File: src/inc/rcm_defs.svh
/*
  Constants of the reset and clock monitor: register offsets, field positions,
  key values, reset values and timing figures.
  Assumes a 100 MHz clk_sys; included by rcm_pkg and the design file.
*/
`ifndef RCM_DEFS_SVH
`define RCM_DEFS_SVH

`define RCM_CLK_MHZ        100
`define RCM_T_FILT_US      4000
`define RCM_T_STRETCH_US   4000
`define RCM_SLOW_MISS      3'h4

`define RCM_OFS_CAUSE      16'hA017
`define RCM_OFS_IRQ_STAT   16'hA018
`define RCM_OFS_IRQ_MASK   16'hA019

`define RCM_BIT_CKM_EN     7
`define RCM_BIT_ECC_EN     6
`define RCM_BIT_CLR        4
`define RCM_KEY_HI         3
`define RCM_KEY_LO         0

`define RCM_FLG_KEY        0
`define RCM_FLG_WDG        1
`define RCM_FLG_ECC        2
`define RCM_FLG_CKM        3

`define RCM_KEY_FIRST      4'h5
`define RCM_KEY_SECOND     4'hA
`define RCM_NIB_ZERO       4'h0
`define RCM_BYTE_ZERO      8'h00

`endif

File: src/inc/rcm_pkg.sv
/*
  Types of the reset and clock monitor.
  Assumes rcm_defs.svh is on the include path.
*/
`include "rcm_defs.svh"

package rcm_pkg;
  typedef logic [15:0] rcm_addr_t;
  typedef logic [7:0]  rcm_byte_t;
  typedef logic [3:0]  rcm_nib_t;
  typedef enum logic [1:0] {
    RCM_RUN,
    RCM_HOLD,
    RCM_STRETCH
  } rcm_rst_e;
endpackage

File: src/logic/rcm_top.sv
/*
  Reset controller with system clock presence monitor: glitch filter on the
  external reset pin, reset stretch, pin feedback, key-sequence software
  reset, sticky cause flags, event interrupt with status and mask.
  Assumes all inputs synchronous to clk_sys; ext_reset_pin_n acts as power-on clear;
  watchdogs, ECC checker and voltage detectors sit outside.
*/
// Behaviour
// - in normal mode, four slow clock cycles without system clock activity mean clock fault
// - key, watchdog and fetch ECC resets are software resets
// - power-on, low-voltage, clock fault and pin resets are hardware resets
// - hardware reset clears all control state, software reset only a subset
// - pin low pulses shorter than 4 ms are ignored
// - internal reset stays asserted 4 ms after hardware conditions end
// - internal hardware reset also drives the external pin low
// - clock fault resets only when its enable is set; enable cleared by any reset
// - fetch ECC error resets only when its enable is set; default zero
// - clock fault flag set on clock fault reset, cleared only by power-on or the clear bit
// - ECC flag set on ECC reset, cleared only by power-on or the clear bit
// - watchdog flag set when any of three watchdog flags is set
// - writing clear bit clears four cause flags; bit self-clears
// - key 0101 then 1010 as next write gives software reset; else sequence restarts
// - cause register reads four flags low, upper bits read zero
// - fetch ECC error gives interrupt, or reset when enable is set
`include "rcm_defs.svh"

module rcm_top #(
  parameter int unsigned FILT_CYC    = `RCM_T_FILT_US * `RCM_CLK_MHZ,
  parameter int unsigned STRETCH_CYC = `RCM_T_STRETCH_US * `RCM_CLK_MHZ,
  parameter int unsigned CW          = 19
) (
  input  wire logic              clk_sys,
  input  wire logic              ext_reset_pin_n,
  input  wire rcm_pkg::rcm_addr_t addr,
  input  wire rcm_pkg::rcm_byte_t wr_data,
  input  wire logic              wr_en,
  input  wire logic              rd_en,
  output rcm_pkg::rcm_byte_t     rd_data,
  input  wire logic              slow_osc_clock,
  input  wire logic              system_clock_tick,
  input  wire logic              normal_mode,
  input  wire logic              core_supply_por,
  input  wire logic              low_voltage_detect,
  input  wire logic              ext_reset_pin_n_i,
  output logic                   ext_reset_pin_n_o,
  output logic                   ext_reset_pin_n_oe,
  input  wire logic              wdog_main_flag,
  input  wire logic              wdog_one_flag,
  input  wire logic              wdog_two_flag,
  input  wire logic              ecc_fetch_err,
  output logic                   hw_reset_n,
  output logic                   sw_reset,
  output logic                   ecc_irq,
  output logic                   irq
);
  import rcm_pkg::*;

  // clock monitor and reset sequencing state
  logic         slow_prev_q, slow_prev_d;
  logic [2:0]   miss_q, miss_d;
  logic         fault_q, fault_d;
  logic [CW-1:0] filt_q, filt_d;
  logic         pin_rst_q, pin_rst_d;
  logic [CW-1:0] str_q, str_d;
  rcm_rst_e     st_q, st_d;
  logic         hw_n_q, hw_n_d;
  logic         pin_oe_q, pin_oe_d;

  // register state
  logic         ckm_en_q, ckm_en_d;
  logic         ecc_en_q, ecc_en_d;
  logic         armed_q, armed_d;
  rcm_nib_t     flag_q, flag_d;
  rcm_nib_t     stat_q, stat_d;
  rcm_nib_t     mask_q, mask_d;
  logic         sw_q, sw_d;
  logic         eirq_q, eirq_d;
  logic         irq_q, irq_d;
  rcm_byte_t    rd_q, rd_d;

  logic         hw_src;
  logic         ckm_fire;
  logic         ecc_fire;
  logic         wdg_fire;
  logic         key_fire;
  logic         wr_cause;
  logic         hw_enter;

  // sources and decoded strobes
  always_comb begin
    wr_cause = wr_en && (addr == `RCM_OFS_CAUSE);
    ckm_fire = fault_q && ckm_en_q;
    ecc_fire = ecc_fetch_err && ecc_en_q;
    wdg_fire = wdog_main_flag | wdog_one_flag | wdog_two_flag;
    key_fire = wr_cause && armed_q &&
               (wr_data[`RCM_KEY_HI:`RCM_KEY_LO] == `RCM_KEY_SECOND);
    // hardware reset class
    hw_src   = core_supply_por | low_voltage_detect | ckm_fire | pin_rst_q;
    hw_enter = hw_src && (st_q == RCM_RUN);
  end

  // clock monitor, pin filter and stretch
  always_comb begin
    slow_prev_d = slow_osc_clock;
    miss_d      = miss_q;
    fault_d     = fault_q;
    filt_d      = filt_q;
    pin_rst_d   = pin_rst_q;
    str_d       = str_q;
    st_d        = st_q;
    hw_n_d      = hw_n_q;
    pin_oe_d    = pin_oe_q;

    // monitor only counts in normal mode; any activity restarts the count
    if (!normal_mode || system_clock_tick) begin
      miss_d  = 3'h0;
      fault_d = 1'b0;
    end else if (slow_osc_clock && !slow_prev_q && !fault_q) begin
      miss_d = miss_q + 3'h1;
      if (miss_d == `RCM_SLOW_MISS) begin
        fault_d = 1'b1;
      end
    end

    // own drive on the pin must not re-trigger the filter
    if (ext_reset_pin_n_i || pin_oe_q) begin
      filt_d    = '0;
      pin_rst_d = 1'b0;
    end else if (filt_q < CW'(FILT_CYC - 1)) begin
      filt_d = filt_q + CW'(1);
    end else begin
      pin_rst_d = 1'b1;
    end

    case (st_q)
      RCM_RUN: begin
        if (hw_src) begin
          st_d     = RCM_HOLD;
          hw_n_d   = 1'b0;
          pin_oe_d = 1'b1;
        end
      end
      RCM_HOLD: begin
        if (!hw_src) begin
          st_d  = RCM_STRETCH;
          str_d = '0;
        end
      end
      RCM_STRETCH: begin
        if (hw_src) begin
          st_d = RCM_HOLD;
        end else if (str_q < CW'(STRETCH_CYC - 1)) begin
          str_d = str_q + CW'(1);
        end else begin
          st_d     = RCM_RUN;
          hw_n_d   = 1'b1;
          pin_oe_d = 1'b0;
        end
      end
      default: begin
        st_d = RCM_HOLD;
      end
    endcase
  end

  always_ff @(posedge clk_sys) begin
    if (!ext_reset_pin_n) begin
      slow_prev_q <= 1'b0;
      miss_q      <= 3'h0;
      fault_q     <= 1'b0;
      filt_q      <= '0;
      pin_rst_q   <= 1'b0;
      str_q       <= '0;
      st_q        <= RCM_HOLD;
      hw_n_q      <= 1'b0;
      pin_oe_q    <= 1'b1;
    end else begin
      slow_prev_q <= slow_prev_d;
      miss_q      <= miss_d;
      fault_q     <= fault_d;
      filt_q      <= filt_d;
      pin_rst_q   <= pin_rst_d;
      str_q       <= str_d;
      st_q        <= st_d;
      hw_n_q      <= hw_n_d;
      pin_oe_q    <= pin_oe_d;
    end
  end

  // register file, flags, software reset and interrupt
  always_comb begin
    ckm_en_d = ckm_en_q;
    ecc_en_d = ecc_en_q;
    armed_d  = armed_q;
    flag_d   = flag_q;
    stat_d   = stat_q;
    mask_d   = mask_q;
    sw_d     = 1'b0;
    eirq_d   = 1'b0;
    rd_d     = `RCM_BYTE_ZERO;

    if (wr_cause) begin
      ckm_en_d = wr_data[`RCM_BIT_CKM_EN];
      ecc_en_d = wr_data[`RCM_BIT_ECC_EN];
      armed_d  = (wr_data[`RCM_KEY_HI:`RCM_KEY_LO] == `RCM_KEY_FIRST);
      if (wr_data[`RCM_BIT_CLR]) begin
        flag_d = `RCM_NIB_ZERO;
      end
    end
    if (wr_en && (addr == `RCM_OFS_IRQ_MASK)) begin
      mask_d = wr_data[3:0];
    end

    // status clears on read; a same-cycle event below still wins
    if (rd_en) begin
      case (addr)
        `RCM_OFS_CAUSE: begin
          rd_d = {`RCM_NIB_ZERO, flag_q};
        end
        `RCM_OFS_IRQ_STAT: begin
          rd_d   = {`RCM_NIB_ZERO, stat_q};
          stat_d = `RCM_NIB_ZERO;
        end
        `RCM_OFS_IRQ_MASK: begin
          rd_d = {`RCM_NIB_ZERO, mask_q};
        end
        default: begin
          rd_d = `RCM_BYTE_ZERO;
        end
      endcase
    end

    // software reset class
    if (key_fire || wdg_fire || ecc_fire) begin
      sw_d     = 1'b1;
      ckm_en_d = 1'b0;
      armed_d  = 1'b0;
    end
    if (ecc_fetch_err && !ecc_en_q) begin
      eirq_d = 1'b1;
    end

    // flag sets win over the clear bit
    if (key_fire) begin
      flag_d[`RCM_FLG_KEY] = 1'b1;
      stat_d[`RCM_FLG_KEY] = 1'b1;
    end
    if (wdg_fire) begin
      flag_d[`RCM_FLG_WDG] = 1'b1;
      stat_d[`RCM_FLG_WDG] = 1'b1;
    end
    if (ecc_fire) begin
      flag_d[`RCM_FLG_ECC] = 1'b1;
      stat_d[`RCM_FLG_ECC] = 1'b1;
    end
    if (ckm_fire && hw_enter) begin
      flag_d[`RCM_FLG_CKM] = 1'b1;
      stat_d[`RCM_FLG_CKM] = 1'b1;
    end

    // hardware reset returns all control state; flags survive it
    if (!hw_n_q) begin
      ckm_en_d = 1'b0;
      ecc_en_d = 1'b0;
      armed_d  = 1'b0;
      mask_d   = `RCM_NIB_ZERO;
      sw_d     = 1'b0;
    end
    // of the resets, only power-on clears the cause flags
    if (core_supply_por) begin
      flag_d = `RCM_NIB_ZERO;
      stat_d = `RCM_NIB_ZERO;
    end

    irq_d = |(stat_d & mask_d);
  end

  always_ff @(posedge clk_sys) begin
    if (!ext_reset_pin_n) begin
      ckm_en_q <= 1'b0;
      ecc_en_q <= 1'b0;
      armed_q  <= 1'b0;
      flag_q   <= `RCM_NIB_ZERO;
      stat_q   <= `RCM_NIB_ZERO;
      mask_q   <= `RCM_NIB_ZERO;
      sw_q     <= 1'b0;
      eirq_q   <= 1'b0;
      irq_q    <= 1'b0;
      rd_q     <= `RCM_BYTE_ZERO;
    end else begin
      ckm_en_q <= ckm_en_d;
      ecc_en_q <= ecc_en_d;
      armed_q  <= armed_d;
      flag_q   <= flag_d;
      stat_q   <= stat_d;
      mask_q   <= mask_d;
      sw_q     <= sw_d;
      eirq_q   <= eirq_d;
      irq_q    <= irq_d;
      rd_q     <= rd_d;
    end
  end

  always_comb begin
    rd_data            = rd_q;
    hw_reset_n         = hw_n_q;
    ext_reset_pin_n_o  = 1'b0;      // open drain: only ever pulls low
    ext_reset_pin_n_oe = pin_oe_q;
    sw_reset           = sw_q;
    ecc_irq            = eirq_q;
    irq                = irq_q;
  end
endmodule

File: config.mk
export PLATFORM = sky130hd
export DESIGN_NAME = rcm_top
export DESIGN_NICKNAME = d
export VERILOG_FILES = /design/src/inc/rcm_pkg.sv /design/src/logic/rcm_top.sv
export VERILOG_INCLUDE_DIRS = /design/src /design/src/inc
export SDC_FILE = /design/constraint.sdc
export NUM_CORES = 1
export LEC_CHECK = 0
export BUFFER_PORTS_ARGS = -buffer_cell sky130_fd_sc_hd__buf_2
export CAP_MARGIN = 20
export CORE_MARGIN = 10
export CORE_UTILIZATION = 51
export CTS_CLUSTER_DIAMETER = 80
export DETAILED_ROUTE_END_ITERATION = 7
export GPL_TIMING_DRIVEN = 0
export MAX_ROUTING_LAYER = met4
export PLACE_DENSITY_LB_ADDON = 0.12
export SYNTH_ARGS = -nofsm -noshare
export SYNTH_HDL_FRONTEND = slang
export SYNTH_SLANG_ARGS = --single-unit
File: constraint.sdc
create_clock -name clk_sys -period 2.21 [get_ports clk_sys]
set_input_delay 0.221 -clock clk_sys [delete_from_list [all_inputs] [get_ports clk_sys]]
set_output_delay 0.221 -clock clk_sys [all_outputs]
set_load 0.05 [all_outputs]
==> metrics.md <==
| Metric | Value |
|---|---|
| Outcome | complete, no violations |
| Core ar. | 0.00635 mm² |
| Clock skew | 0.0110 ns |
| Placed cell area | 0.00368 mm² |
| Internal Power | 0.00187 W |
| Count of final hold-check violations | 0 |
| Worst Path Class, Setup | flip-flop to flip-flop |
| Nature of the critical path endpoint | flip-flop |
| # placed instances | 517 |
| Measured slew at the worst slew-check pin | 0.576 ns |
| First-pass GRT wire length | 13200 µm |
| CTS tree | built |
| Main synth FF type | dfxtp_1 |
| Sequential fraction of the synthesis area | 0.418 |
| Clock buffer depth | 2 |
| Unrepaired setup endpoints after global routing | false |
| Clk root buf | clkbuf_8 |
| Mapped Cells | 392 |
| Num CTS Buffers | 9 |
| Post-Route WL | 7720 µm |
| Pre-CTS WS | -0.159 ns |
| Switching share of power | 0.239 |
| Most common cell after layout, fill and taps aside | dfxtp_1 |
| Largest net degree at the start of global routing | 13 |
| Initial Util | 0.528 |
| H-tree Lvls | 3 |
| Fin util | 0.620 |
| Relative slew margins | 0.614 |
| Ys Warns | 0 |
| Final Non-Filler Cells | 534 |
| Gr usage total | 0.159 |
| HPWL after detailed placement | 5770 µm |
| Crit path capture | str_q[15]$_SDFFE_PN0P_ |
| Most used cell, CP | or4_4 |
| Asr flop ratio synth | 0 |
| # port buffers | 44 |
| Residual DRC count | 0 |
| LEAKAGE | 1.41 nW |
| Reg2Reg Depth | 7 |
| Worst-path clk slew | 0.08 ns |
| Tmin final | 2.11 ns |
| Leading area contributor after synthesis | dfxtp_1 |
| Critical Path AT | 2.39 ns |
| End of the worst register-to-register path | str_q[15]$_SDFFE_PN0P_ |
| I/O pin count | 52 |
| Top post-synthesis cells by area | dfxtp_1 42%, nor2_1 5.4%, a21oi_1 4.9% |
| Final instance area | 0.00394 mm² |
| Setup Viol. Count Final | 0 |
| Via Count | 3005 |
| Share of cells above drive strength 1 | 0.195 |
| Crit start category | flip-flop |
| Crit path max fanout | 6 |
| Synthesized area per cell | 8.55 µm² |
| Initial antenna violation count | 0 |
| Reg power frac | 0.518 |
| DRT Pass-1 Iters | 5 |
| Vias in the first global route | 2908 |
| Clock group share of total power | 0.425 |
| Max_cap viols | 0 |
| Cts hold-fix bufs | 0 |
| CP max-delay cell | or4_4 |
| VDD IR-drop max | 0.528 mV |
| Max stage delay on crit path | 0.56 ns |
| Worst setup path startpoint | str_q[15]$_SDFFE_PN0P_ |
| ANT cells | 0 |
| Final setup margin | 0.0958 ns |
| Routed WL per cell | 14.5 µm |
| #FFs+latches synth | 70 |
| Starting DRC count in detailed routing | 109 |
| Grt ovf | 0 |
| Layout area overhead | 17.5% |
| Pwr/cell area | 623 mW/mm² |
| Site row count | 29 |
| Die width | 101 µm |
| Die H | 101 µm |
| Post-synth EDFFs | 0 |
| FMAX | 0.473 GHz |
| Comb power frac | 0.058 |
| # clock sinks | 70 |
| DRT antenna net count | 0 |
| Die footprint | 0.0102 mm² |
| Fin crit share | 0.957 |
| Post-DR vias/cell | 5.63 |
| Netlist cell types | 54 |
| CP Cell Sequence | or4_4 > nor3_4 > a211o_2 > a31oi_4 > buf_6 > or4_4 > a21oi_2 |
| WP data required | 2.48 ns |
| FF-to-FF Start | str_q[15]$_SDFFE_PN0P_ |
| Psw | 0.000586 W |
| Worst skew pair latency | 0.35 ns |
| Slew Limit Fails | 0 |
| Synthesized area | 0.00335 mm² |
| Reg2reg setup slack | 0.1 ns |
| Final layout net count | 494 |
| Routability cong. | 0.878 |
| Worst hold path class | input port to flip-flop |
| Most frequent cells in the layout | 67 x dfxtp_1, 48 x nor2_1, 45 x buf_2 |
| Synth top area share | 0.418 |
-- cell usage after synthesis, drive strengths merged (2+ instances only) --
cell and n:
mux2i 8, a22oi 6, o211ai 4, or3 17, o21a 7, dfxtp 70, nor2 48, or4 9
nor4 5, nor3b 2, and2 5, a31oi 3, o31ai 6, clkbuf 8, nor3 9, a21oi 33
xor2 11, and3 4, ha 4, and4 5, nand3 20, xnor2 4, nand3b 4, buf 8
inv 10, a211oi 2, o21ai 25, nand2 27, nand2b 2, nand4 8, o2111ai 2
-- area by class of cell --
type | count | area (µm²)
Fill cell | 586 | 2410
Multi-Input combinational cell | 300 | 1870
Sequential cell | 70 | 1410
Timing Repair Buffer | 47 | 240
Clock buffer | 10 | 138
Tap cell | 77 | 96.3
Buffer | 14 | 86.3
Clock inverter | 6 | 61.3
Inverter | 10 | 37.5
-- worst max-delay path, delay by kind of cell (launching register included) --
kind | cells | cell delay (ns)
buffers and inverters | 1 | 0.16
AND/OR/NAND/NOR | 3 | 1.09
flip-flops | 1 | 0.34
AO/OA/AOI/OAI | 3 | 0.45
-- flip-flops by register name, summed over array words and instances (netlist names), 2 cells and up --
register	cells
str_q	19
st_q	2
rd_data	4
miss_q	3
filt_q	19
mask_q	4
stat_q	4
flag_q	4
-- cell families (layout without fill, tap and decap cells) --
family,Yosys count,after routing,share of synthesized area
mux,9,9,0.0272
buf+inv,26,87,0.0373
other cells,1,5,0.00112
simple gates,173,173,0.283
flops,70,70,0.418
xor+xnor,15,15,0.0392
compound gates,94,94,0.179
fa+ha+maj,4,4,0.0149
-- per-layer routing --
layer	track usage	wire length, µm	up-vias
li1	-	-	1545
met1	0.190	3540	1384
met2	0.250	3770	66
met3	0.0460	324	10
met4	0.0504	83	0
met5	-	0	-
-- worst min path at each step --
stage | slack, ns | endpoint | startpoint | cells past startpoint
floorplan | 0.33 | st_q[0]$_SDFFE_PN1P_ | low_voltage_detect | 2
global placement | 0.44 | slow_prev_q$_SDFF_PN0_ | slow_osc_clock | 2
detailed placement | 0.45 | slow_prev_q$_SDFF_PN0_ | slow_osc_clock | 2
CTS | 0.07 | slow_prev_q$_SDFF_PN0_ | slow_osc_clock | 2
global route | 0.09 | slow_prev_q$_SDFF_PN0_ | slow_osc_clock | 2
finish | 0.08 | slow_prev_q$_SDFF_PN0_ | slow_osc_clock | 2
-- power by group through the flow --
stage / clock, W / sequential (W) / combinational [W]
floorplan: 0 / 0.00130 / 0.0000801
global placement: 0 / 0.00130 / 0.000135
detailed placement: 0 / 0.00130 / 0.000136
CTS: 0.00106 / 0.00127 / 0.000137
global route: 0.00111 / 0.00127 / 0.000155
finish: 0.00104 / 0.00127 / 0.000142
-- through the flow --
stage | hold WS (ns) | total power (W) | TNS [ns]
after floorplan | 0.331 | 0.00138 | 0
after global placement | 0.437 | 0.00144 | -0.990
after detailed placement | 0.447 | 0.00144 | -1.07
after CTS | 0.0733 | 0.00247 | 0
after global routing | 0.0903 | 0.00253 | 0
final | 0.0815 | 0.00245 | 0
-- repair_timing --
action                                  CTS  global route
pin swaps                                 1             4
buffers inserted                          1             1
gates cloned                              0             1
gates resized for setup                   2            13
endpoints found under the setup margin   13            16
Power figures use the tool's default switching activity.
